--- src/card_pkg.sv ---
// Purpose: Shared constants for the card deactivation and line direction logic
// Assumes: 200 MHz system clock
// Notes:   Times are given in their own unit, counts derived from them
package card_pkg;

	localparam int unsigned CLK_MHZ         = 200;
	localparam int unsigned STAB_TIME_MS    = 10;
	localparam int unsigned STAB_CYCLES     = STAB_TIME_MS * 1000 * CLK_MHZ;
	localparam int unsigned STEP_TIME_NS    = 1000;
	localparam int unsigned STEP_CYCLES     = (STEP_TIME_NS * CLK_MHZ + 999) / 1000;
	localparam int unsigned CLK_DIV_DEFAULT = 4;
	localparam logic        LINE_IDLE_RESET = 1'b1;
	localparam logic        CARD_LINE_RESET = 1'b0;

	typedef enum logic [1:0] {
		DIR_NEUTRAL,
		DIR_CARD_IN,
		DIR_HOST_IN
	} dir_t;

	typedef enum logic [2:0] {
		SEQ_IDLE,
		SEQ_ACTIVE,
		SEQ_RST_LOW,
		SEQ_CLK_LOW,
		SEQ_IO_LOW,
		SEQ_VCC_OFF
	} seq_t;

endpackage : card_pkg

--- src/line_arbiter.sv ---
// Purpose: Direction arbiter for one card/host line pair
// Assumes: Line inputs already synchronous; open-drain style pins
// Notes:   Enable low holds card side low, host side released high
`timescale 1ns/10ps
module line_arbiter
	import card_pkg::*;
(
	input  wire logic clk_i,
	input  wire logic rstn_i,
	input  wire logic enable_i,
	input  wire logic card_in_i,
	input  wire logic host_in_i,
	output logic      card_out_o,
	output logic      card_oe_o,
	output logic      host_out_o,
	output logic      host_oe_o
);

	dir_t dir_reg, dir_next;
	logic card_prev_reg, card_prev_next;
	logic host_prev_reg, host_prev_next;
	logic card_drv_reg, card_drv_next;
	logic host_drv_reg, host_drv_next;

	always_comb begin
		dir_next       = dir_reg;
		card_prev_next = card_in_i;
		host_prev_next = host_in_i;
		card_drv_next  = 1'b1;
		host_drv_next  = 1'b1;
		if (!enable_i) begin
			dir_next      = DIR_NEUTRAL;
			card_drv_next = CARD_LINE_RESET;
		end else begin
			unique case (dir_reg)
				DIR_NEUTRAL: begin
					// Card wins a tie; a simultaneous fall cannot be ordered
					if (card_prev_reg && !card_in_i) begin
						dir_next      = DIR_CARD_IN;
						host_drv_next = 1'b0;
					end else if (host_prev_reg && !host_in_i) begin
						dir_next      = DIR_HOST_IN;
						card_drv_next = 1'b0;
					end
				end
				DIR_CARD_IN: begin
					host_drv_next = card_in_i;
					if (card_in_i)
						dir_next = DIR_NEUTRAL;
				end
				DIR_HOST_IN: begin
					card_drv_next = host_in_i;
					if (host_in_i)
						dir_next = DIR_NEUTRAL;
				end
				default: dir_next = DIR_NEUTRAL;
			endcase
		end
	end

	always_ff @(posedge clk_i) begin
		if (!rstn_i) begin
			dir_reg       <= DIR_NEUTRAL;
			card_prev_reg <= 1'b1;
			host_prev_reg <= 1'b1;
			card_drv_reg  <= CARD_LINE_RESET;
			host_drv_reg  <= LINE_IDLE_RESET;
		end else begin
			dir_reg       <= dir_next;
			card_prev_reg <= card_prev_next;
			host_prev_reg <= host_prev_next;
			card_drv_reg  <= card_drv_next;
			host_drv_reg  <= host_drv_next;
		end
	end

	// Open drain: only low is driven, high comes from the pull-up
	assign card_out_o = 1'b0;
	assign card_oe_o  = !card_drv_reg;
	assign host_out_o = 1'b0;
	assign host_oe_o  = !host_drv_reg;

endmodule : line_arbiter

--- src/card_session_ctrl.sv ---
// Purpose: Session tracking, ordered deactivation, fault/presence flag, line arbitration
// Assumes: All inputs synchronous to clk_i; activation steps come from an outside sequencer
// Notes:   Card clock divided here with even ratio for a 50 percent duty cycle
//
// Summary of operation
// Host raising session request ends the session and starts deactivation.
// Over-current, overheat, supply faults or extraction start deactivation automatically.
// Deactivation drops reset, then clock, then data line, then supply, each delayed.
// Outside a session the flag shows card presence.
// Outside a session faults neither change the flag nor start deactivation.
// In a session, extraction or fault pulls the flag low.
// Flag falls in the same cycle deactivation starts.
// Card-side data and aux lines low after reset until reception enabled.
// Host-side data and aux lines high after reset.
// First line pair side to fall becomes input; other side copies it.
// Rising edge on the input side returns both lines to neutral.
// Divided card clock keeps duty cycle between 45 and 55 percent.
// Session request acts on its falling edge, not its level.
// Ignore activation for 10 ms after reset, supply recovery or power-down exit.
// Session lasts from accepted request until deactivation completes.
`timescale 1ns/10ps
module card_session_ctrl
	import card_pkg::*;
#(
	parameter int unsigned STAB_COUNT = STAB_CYCLES,
	parameter int unsigned STEP_COUNT = STEP_CYCLES,
	parameter int unsigned LINES      = 3
)(
	input  wire logic             clk_i,
	input  wire logic             rstn_i,
	input  wire logic             session_request_n_i,
	input  wire logic             card_detect_input_i,
	input  wire logic             power_down_request_i,
	input  wire logic             vdd_fault_i,
	input  wire logic             vcc_fault_i,
	input  wire logic             over_current_i,
	input  wire logic             over_temp_i,
	input  wire logic             reception_enable_i,
	input  wire logic             host_card_reset_request_i,
	input  wire logic             clk_div_enable_i,
	input  wire logic [LINES-1:0] card_line_i,
	input  wire logic [LINES-1:0] host_line_i,
	output logic                  fault_presence_o,
	output logic                  fault_presence_oe_o,
	output logic                  session_active_o,
	output logic                  card_reset_o,
	output logic                  card_clock_o,
	output logic                  card_supply_en_o,
	output logic                  activate_start_o,
	output logic [LINES-1:0]      card_line_o,
	output logic [LINES-1:0]      card_line_oe_o,
	output logic [LINES-1:0]      host_line_o,
	output logic [LINES-1:0]      host_line_oe_o
);

	localparam int unsigned SW = $clog2(STAB_COUNT + 1);
	localparam int unsigned TW = $clog2(STEP_COUNT + 1);

	////////////////////////////////////////////////////////////////////////////////
	// Session and deactivation sequencer

	seq_t           seq_reg, seq_next;
	logic [SW-1:0]  stab_reg, stab_next;
	logic [TW-1:0]  step_reg, step_next;
	logic           req_prev_reg, req_prev_next;
	logic           rst_reg, rst_next;
	logic           clk_en_reg, clk_en_next;
	logic           io_en_reg, io_en_next;
	logic           vcc_reg, vcc_next;
	logic           flag_reg, flag_next;
	logic           start_reg, start_next;
	logic           fault;
	logic           req_fall;
	logic           step_done;

	assign fault     = over_current_i | over_temp_i | vdd_fault_i | vcc_fault_i
	                 | !card_detect_input_i;
	assign req_fall  = req_prev_reg && !session_request_n_i;
	assign step_done = (step_reg == TW'(STEP_COUNT));

	always_comb begin
		seq_next      = seq_reg;
		stab_next     = stab_reg;
		step_next     = '0;
		req_prev_next = session_request_n_i;
		rst_next      = rst_reg;
		clk_en_next   = clk_en_reg;
		io_en_next    = io_en_reg;
		vcc_next      = vcc_reg;
		flag_next     = card_detect_input_i;
		start_next    = 1'b0;
		// Supply loss or power-down restarts the settling wait
		if (vdd_fault_i || power_down_request_i)
			stab_next = '0;
		else if (stab_reg != SW'(STAB_COUNT))
			stab_next = stab_reg + SW'(1);
		if (seq_reg != SEQ_IDLE && seq_reg != SEQ_ACTIVE)
			step_next = step_done ? '0 : step_reg + TW'(1);
		unique case (seq_reg)
			SEQ_IDLE: begin
				// Faults ignored here; flag only tracks presence
				if (req_fall && stab_reg == SW'(STAB_COUNT) && card_detect_input_i
				    && !power_down_request_i) begin
					seq_next   = SEQ_ACTIVE;
					vcc_next   = 1'b1;
					start_next = 1'b1;
				end
			end
			SEQ_ACTIVE: begin
				rst_next    = host_card_reset_request_i;
				clk_en_next = reception_enable_i;
				io_en_next  = reception_enable_i;
				if (fault) begin
					flag_next = 1'b0;
					seq_next  = SEQ_RST_LOW;
				end else if (session_request_n_i) begin
					seq_next  = SEQ_RST_LOW;
				end
			end
			SEQ_RST_LOW: begin
				flag_next = !fault && card_detect_input_i;
				if (step_done) begin
					rst_next = 1'b0;
					seq_next = SEQ_CLK_LOW;
				end
			end
			SEQ_CLK_LOW: begin
				flag_next = !fault && card_detect_input_i;
				if (step_done) begin
					clk_en_next = 1'b0;
					seq_next    = SEQ_IO_LOW;
				end
			end
			SEQ_IO_LOW: begin
				flag_next = !fault && card_detect_input_i;
				if (step_done) begin
					io_en_next = 1'b0;
					seq_next   = SEQ_VCC_OFF;
				end
			end
			SEQ_VCC_OFF: begin
				flag_next = !fault && card_detect_input_i;
				if (step_done) begin
					vcc_next = 1'b0;
					seq_next = SEQ_IDLE;
				end
			end
			default: seq_next = SEQ_IDLE;
		endcase
	end

	always_ff @(posedge clk_i) begin
		if (!rstn_i) begin
			seq_reg      <= SEQ_IDLE;
			stab_reg     <= '0;
			step_reg     <= '0;
			req_prev_reg <= 1'b1;
			rst_reg      <= 1'b0;
			clk_en_reg   <= 1'b0;
			io_en_reg    <= 1'b0;
			vcc_reg      <= 1'b0;
			flag_reg     <= 1'b0;
			start_reg    <= 1'b0;
		end else begin
			seq_reg      <= seq_next;
			stab_reg     <= stab_next;
			step_reg     <= step_next;
			req_prev_reg <= req_prev_next;
			rst_reg      <= rst_next;
			clk_en_reg   <= clk_en_next;
			io_en_reg    <= io_en_next;
			vcc_reg      <= vcc_next;
			flag_reg     <= flag_next;
			start_reg    <= start_next;
		end
	end

	////////////////////////////////////////////////////////////////////////////////
	// Card clock: even divider toggles, so duty is exactly half

	localparam int unsigned HALF = CLK_DIV_DEFAULT / 2;
	localparam int unsigned DW   = $clog2(HALF + 1);

	logic [DW-1:0] div_reg, div_next;
	logic          cclk_reg, cclk_next;

	always_comb begin
		div_next  = div_reg;
		cclk_next = cclk_reg;
		if (!clk_en_reg) begin
			div_next  = '0;
			cclk_next = 1'b0;
		end else if (!clk_div_enable_i) begin
			cclk_next = !cclk_reg;
		end else if (div_reg == DW'(HALF - 1)) begin
			div_next  = '0;
			cclk_next = !cclk_reg;
		end else begin
			div_next = div_reg + DW'(1);
		end
	end

	always_ff @(posedge clk_i) begin
		if (!rstn_i) begin
			div_reg  <= '0;
			cclk_reg <= 1'b0;
		end else begin
			div_reg  <= div_next;
			cclk_reg <= cclk_next;
		end
	end

	////////////////////////////////////////////////////////////////////////////////
	// Line pairs

	for (genvar i = 0; i < LINES; i++) begin : g_line
		line_arbiter u_arb (
			.clk_i      (clk_i),
			.rstn_i     (rstn_i),
			.enable_i   (io_en_reg),
			.card_in_i  (card_line_i[i]),
			.host_in_i  (host_line_i[i]),
			.card_out_o (card_line_o[i]),
			.card_oe_o  (card_line_oe_o[i]),
			.host_out_o (host_line_o[i]),
			.host_oe_o  (host_line_oe_o[i])
		);
	end

	assign fault_presence_o    = 1'b0;
	assign fault_presence_oe_o = !flag_reg;
	assign session_active_o    = (seq_reg != SEQ_IDLE);
	assign card_reset_o        = rst_reg;
	assign card_clock_o        = cclk_reg;
	assign card_supply_en_o    = vcc_reg;
	assign activate_start_o    = start_reg;

endmodule : card_session_ctrl

--- config.mk ---
export PLATFORM = sky130hd
export DESIGN_NAME = card_session_ctrl
export DESIGN_NICKNAME = d
export VERILOG_FILES = /design/src/card_pkg.sv /design/src/line_arbiter.sv /design/src/card_session_ctrl.sv
export SDC_FILE = /design/constraint.sdc
export NUM_CORES = 1
export LEC_CHECK = 0
export BUFFER_PORTS_ARGS = -buffer_cell sky130_fd_sc_hd__buf_2
export CORE_ASPECT_RATIO = 1.4
export CORE_UTILIZATION = 55
export DETAILED_ROUTE_END_ITERATION = 8
export HOLD_SLACK_MARGIN = 0.03
export PLACE_DENSITY = 0.85
export SYNTH_ARGS = -nofsm -noshare
export SYNTH_HDL_FRONTEND = slang
export SYNTH_HIERARCHICAL = 1
export SYNTH_SLANG_ARGS = --single-unit
--- constraint.sdc ---
create_clock -name clk_i -period 2.3 [get_ports clk_i]
set_input_delay 0.46 -clock clk_i [delete_from_list [all_inputs] [get_ports clk_i]]
set_output_delay 0.46 -clock clk_i [all_outputs]
set_load 0.01 [all_outputs]
==> results of run 1 <==
worst max-delay path: stages (launching register included):
cell and delay (ns):
dfxtp_1 0.41, inv_1 0.06, ha_1 0.19, nor4bb_2 0.17
and4b_4 0.24, or3_2 0.52, nor2_1 0.13
power breakdown:
| group | internal (uW) | total, uW | switching (uW) |
|---|---|---|---|
| Sequential | 1050 | 1050 | 3.32 |
| Combinational | 26.6 | 63.5 | 36.9 |
| Clock | 524 | 915 | 391 |
path summary, 6_finish.rpt:
check	slack (ns)	cells past startpoint	start	end
max	0.53	6	step_reg[0]	step_reg[7]
min	0.30	2	host_line_i[1]	g_line[1].u_arb/host_prev_reg
max reg2reg	0.53	6	step_reg[0]	step_reg[7]
min reg2reg	0.45	2	div_reg[1]	div_reg[1]
metal layers:
metal	up-vias	share of wire, %	global-route usage, %
met3	14	4.2	7.44
met5	-	0	0
met4	0	2.6	12.6
met2	40	52	36.3
li1	1031	-	-
met1	982	41	24.1
area by class of cell:
type	instances	area (sq um)
Clock buffer	13	149
Clock inverter	2	35.0
Fill cell	399	1600
Inverter	18	67.6
Multi-Input combinational cell	202	1280
Sequential cell	60	1200
Tap cell	62	77.6
Timing Repair Buffer	31	160
through the flow:
stage	hold slack (ns)	instances
after floorplan	0.421	293
after CTS	0.294	388
after global placement	0.432	373
after detailed placement	0.440	373
final	0.304	388
after global routing	0.301	388
logic make-up after synthesis:
logic type      count (synthesis)  share of synthesized area, %
simple gates                  139                          29.4
compound gates                 21                          5.65
other cells                     4                         0.570
flops                          60                          45.6
xor+xnor                       27                          8.98
fa+ha+maj                       5                          2.38
mux                             3                          1.33
buf+inv                        31                          6.08
Yosys cell counts (2+ instances only):
master	instances	share of area, %
clkbuf_2	2	0.38
nor4_1	9	2.1
nor3_1	2	0.38
nor2_1	45	6.4
xnor2_1	8	2.7
dfxtp_1	60	46
o21ai_0	3	0.57
nor3b_1	3	0.86
ha_1	5	2.4
and2_1	2	0.47
buf_6	2	0.86
mux2i_1	2	0.76
buf_4	7	2.0
nor2b_1	2	0.47
and3_1	2	0.47
a22oi_1	2	0.57
conb_1	4	0.57
or3_1	4	0.95
or2b_1	6	1.7
nand2b_1	2	0.47
o311a_1	3	1.1
or4_1	3	0.86
nand2_1	18	2.6
clkbuf_1	2	0.29
a21oi_1	6	1.1
nand4_1	3	0.71
inv_1	18	2.6
and4_1	2	0.67
nand4_2	2	0.95
xor2_1	19	6.3
nand3_1	18	3.4
or2_1	3	0.71
==> out/metrics.yaml, run 1 <==
cts_setup_buffers: 0
die_wd_microns: 60.5
final_hold_viol_count: 0
place_worst_setup_slack_ns: 0.548
timing.fmax_mhz: 564
layout.cells.most_common_list: "dfxtp_1 (60), nor2_1 (45), buf_2 (29), xor2_1 (19)"
worst_vdd_ir_mv: 0.628
setup_slack_after_layout_ns: 0.528
post_synth_num_cell_types: 53
routed_via_density: 5.33
power.leakage_uw: 0.00117
wire_per_inst_microns: 12.5
largest_register_ff_count: 21
clock_tree.root_cell: "clkbuf_8"
iteration_0_drc_markers: 99
numPortBuffers: 29
initial_utilization_pct: 57.6
dp_hpwl_mm: 3.45
clock_path_buffers: 2
insertedDiodeCount: 0
clock_sinks: 60
cts.clk_slew.worst_paths_ns: 0.06
final_max_slew_viol_count: 0
totalPowerFinal_uw: 2030
floorplan.die.height_microns: 83.9
finalInstanceArea_sq_mm: 0.00297
postCtsHoldBufs: 0
antenna_found_initial: 0
post_synthesis_sequential_area_ratio_pct: 45.6
ys_ff_latch: 60
fp-row-count: 29
drt_pass1_iterations: 4
num-nets-final: 345
area.growth.synth_to_final_pct: 12.9
vias_in_the_first_global_route: 1996
synthArstFlopShare_pct: 0
rsz0062_at_grt: "false"
synthesis.yosys.warnings: 6
layout.cells.most_common: "dfxtp_1"
syn-instance-count: 290
final.setup.tns_ns: 0
crit_required_ns: 2.58
pwr_density_cell_mw_per_mm2: 682
boundaryPins: 37
result_of_the_run: "finished, final reports clean"
syn_area_per_cell_sq_um: 9.08
clock-skew-final_ns: 0.00705
crit_arrival_ns: 2.05
final.period_utilization_pct: 77.0
cts_tree: "built"
placeableCoreArea_sq_mm: 0.00457
clk_latency_ns: 0.34
grt-ovfl-total: 0
post_route_cells_drive_above_1_share_pct: 17.2
worstHoldPathType: "primary input to flop"
timing.max_cap.violations: 0
cts-buffers-inserted: 9
critPathMaxFanout: 8
detailed_route_drc_error_count: 0
grt_pass1_wl_mm: 8.29
worstSetupPathType: "flop to flop"
grt_max_degree: 22
drtAntennaViolNets: 0
setup.worst_path.start_class: "flop"
cts_h_tree_depth: 3
setup_violations: 0
route.vias.total: 2067
cts_resized: 0
routed_wirelength_mm: 4.86
grt_util_overall_pct: 22.2
gp_routability_congestion: 0.828
detailed_place.area_sq_mm: 0.00279
endpoint_kind: "flop"
die_area_sq_mm: 0.00507
utilization_pct: 65.1
dominantRegCellSynth: "dfxtp_1"
period_minus_slack_ns: 1.77
syn-cell-area_sq_mm: 0.00263
number_of_enable_type_register_cells_in_the_synthesized_netlist: 0
Note: power is estimated with default switching activity, not from simulation.
==> run 2, diff against run 1 <==
--- a/config.mk
+++ b/config.mk
@@ -5,12 +5,13 @@
 export SDC_FILE = /design/constraint.sdc
 export NUM_CORES = 1
 export LEC_CHECK = 0
+export ABC_AREA = 1
 export BUFFER_PORTS_ARGS = -buffer_cell sky130_fd_sc_hd__buf_2
 export CORE_ASPECT_RATIO = 1.4
-export CORE_UTILIZATION = 55
+export CORE_UTILIZATION = 52
 export DETAILED_ROUTE_END_ITERATION = 8
 export HOLD_SLACK_MARGIN = 0.03
-export PLACE_DENSITY = 0.85
+export PLACE_DENSITY = 0.84
 export SYNTH_ARGS = -nofsm -noshare
 export SYNTH_HDL_FRONTEND = slang
 export SYNTH_HIERARCHICAL = 1
==> constraint.sdc (replaced) <==
create_clock -name clk_i -period 1.5 [get_ports clk_i]
set_input_delay 0.3 -clock clk_i [delete_from_list [all_inputs] [get_ports clk_i]]
set_output_delay 0.3 -clock clk_i [all_outputs]
set_load 0.01 [all_outputs]
==> run 2 against run 1 <==
Critical path depth up 1. Critical path type unchanged. Via count up 25%. Highest routed layer unchanged. Combinational power up 100%. First-iteration DRC count up 32%.
==> out/metrics.yaml, run 2 <==
power.share.sequential_pct: 46.7
routed_via_density: 5.01
cts_h_tree_depth: 3
worstHoldEndpoint: "g_line[2].u_arb/host_prev_reg"
critPathMaxFanout: 4
synth_area_leaders: "dfxtp_1 (42%), nand2_1 (11%), nor2_1 (7.3%)"
p_int_uw: 2750
worstHoldPathType: "primary input to flop"
clock_path_buffers: 2
clock_sinks: 60
final.setup.tns_ns: 0
cts_tree: "built"
detailed_route_drc_error_count: 0
initial_utilization_pct: 54.7
netlist.area_leader.share_pct: 42.0
hold-path-cell-count: 3
largest_register_ff_count: 21
combinational_share_of_power_pct: 3.8
place_worst_setup_slack_ns: 0.0115
die_wd_microns: 64.7
result_of_the_run: "finished, final reports clean"
totalPowerFinal_uw: 3450
route.vias.total: 2590
worstSetupPathType: "flop to flop"
rsz0062_at_grt: "true"
pwr_density_cell_mw_per_mm2: 1010
fp-row-count: 31
cts.clk_slew.worst_paths_ns: 0.07
ys_ff_latch: 60
drtAntennaViolNets: 0
timing.rr.start: "stab_reg[0]"
setup_violations: 0
post_route_cells_drive_above_1_share_pct: 25.7
grt_pass1_wl_mm: 9.91
die_area_sq_mm: 0.00581
most_used_standard_cells_in_the_synthesized_netlist: "nand2_1 (81), dfxtp_1 (60), nor2_1 (56)"
r2r.worst_path.cells: 7
grt_util_overall_pct: 21.8
reg2reg_setup_slack_ns: 0.03
post_synth_num_cell_types: 35
clock-skew-final_ns: 0.00804
antenna_found_initial: 0
wire_per_inst_microns: 11.6
dominantRegCellSynth: "dfxtp_1"
drt_pass1_iterations: 5
clkPwrFrac_pct: 49.6
setup_slack_after_layout_ns: 0.0251
clk_latency_ns: 0.33
worst_hold_launch: "host_line_i[2]"
cts-buffers-inserted: 9
layout.cells.most_common_list: "nand2_1 (77), nor2_1 (53), dfxtp_1 (53), inv_1 (48), buf_2 (29)"
iteration_0_drc_markers: 131
synth.most_common_cell: "nand2_1"
post_synthesis_sequential_area_ratio_pct: 42.0
critical_path.reg2reg.endpoint: "card_supply_en_o"
power.share.switching_pct: 20.2
yosys.area.top_type: "dfxtp_1"
insertedDiodeCount: 0
final_hold_viol_count: 0
final_max_slew_viol_count: 0
syn-cell-area_sq_mm: 0.00286
syn_area_per_cell_sq_um: 7.12
grt-ovfl-total: 0
net-switching-power_uw: 695
num-nets-final: 469
worst_vdd_ir_mv: 1.11
setup.worst_path.start_class: "flop"
dp_hpwl_mm: 4.37
area.growth.synth_to_final_pct: 19.0
clock_tree.root_cell: "clkbuf_8"
gp_routability_congestion: 0.870
routed_wirelength_mm: 5.97
timing.fmax_mhz: 678
numPortBuffers: 29
placeableCoreArea_sq_mm: 0.00524
crit_required_ns: 1.76
floorplan.die.height_microns: 89.8
final.period_utilization_pct: 98.3
power.leakage_uw: 0.00145
syn-instance-count: 402
period_minus_slack_ns: 1.47
number_of_enable_type_register_cells_in_the_synthesized_netlist: 0
timing.max_cap.violations: 0
endpoint_kind: "flop"
layout.cells.most_common: "nand2_1"
crit_arrival_ns: 1.74
grt_max_degree: 19
synthArstFlopShare_pct: 0
synthesis.yosys.warnings: 6
vias_in_the_first_global_route: 2490
boundaryPins: 37
==> run 2: cell count changes after synthesis, sizes merged, moves of 4 or more <==
cell	change
nand2	+66
inv	+47
a21oi	+27
xor2	-18
nor2	+17
nand3	+15
nor4	-11
o21ai	+11
nor3	+9
xnor2	-8
or2b	-6
clkbuf	-4
or3	-4
==> run 2: through the flow <==
stage / cell area [sq um] / std cells / utilization, % / hold WS (ns)
6_report: 3410 / 517 / 65.0 / 0.165
5_1_grt: 3410 / 517 / 65.0 / 0.149
4_1_cts: 3320 / 514 / 63.4 / 0.158
3_5_place_dp: 3090 / 498 / 58.9 / 0.439
3_3_place_gp: 3090 / 498 / 58.9 / 0.425
2_1_floorplan: 2870 / 405 / - / 0.369
==> run 2: worst max-delay path by stage <==
stage | from | endpoint | depth (start not counted)
after floorplan | stab_reg[0] | stab_reg[18] | 10
after global placement | stab_reg[1] | stab_reg[18] | 10
after detailed placement | stab_reg[1] | seq_reg[1] | 9
after CTS | stab_reg[1] | seq_reg[1] | 9
after global routing | stab_reg[0] | seq_reg[2] | 9
final | stab_reg[0] | card_supply_en_o | 7
==> run 2: area by class of cell <==
cell class | count | area (sq um)
clock inverters | 5 | 100
fillers | 464 | 1830
well taps | 66 | 82.6
multi-input cells | 271 | 1420
clock buffers | 11 | 131
inverters | 66 | 249
repair buffers | 38 | 213
flip-flops and latches | 60 | 1210
==> run 2: cell families (layout without fill, tap and decap cells) <==
| family | Yosys count | after routing | synth area share (%) |
|---|---|---|---|
| other | 4 | 7 | 0.524 |
| flip-flops | 60 | 60 | 42.0 |
| XOR/XNOR | 1 | 1 | 0.306 |
| buffers and inverters | 74 | 120 | 10.8 |
| AO/OA/AOI/OAI | 55 | 55 | 11.0 |
| adder cells (fa/ha/maj) | 5 | 5 | 2.19 |
| AND/OR/NAND/NOR | 203 | 203 | 33.2 |
==> run 2: worst max-delay path, stage by stage, from the launching register on <==
cell and delay [ns]:
dfxtp_4 0.36, inv_2 0.07, ha_4 0.13, nand2_2 0.07
nor3_4 0.21, nand4_1 0.17, or2_1 0.27, a21oi_1 0.13
==> run 2: layer usage <==
metal | global-route usage, % | up-vias | share of wire [%] | routed length, microns
li1 | - | 1354 | - | -
met1 | 23.2 | 1159 | 40 | 2390
met2 | 39.1 | 63 | 53 | 3160
met3 | 5.46 | 14 | 4.5 | 268
met4 | 9.26 | 0 | 2.5 | 147
met5 | 0 | - | 0 | 0
==> run 2: power groups by stage <==
stage	combinational, uW	sequential, uW	clock (uW)
3_5_place_dp	125	1650	0
2_1_floorplan	82.8	1650	0
4_1_cts	126	1610	1730
6_report	129	1610	1710
3_3_place_gp	122	1650	0
5_1_grt	145	1610	1830
==> run 2: what timing repair did <==
action | CTS | global route
hold buffers | 0 | 0
resized for setup | 0 | 26
setup endpoints to repair | 0 | 16
setup buffers | 0 | 3
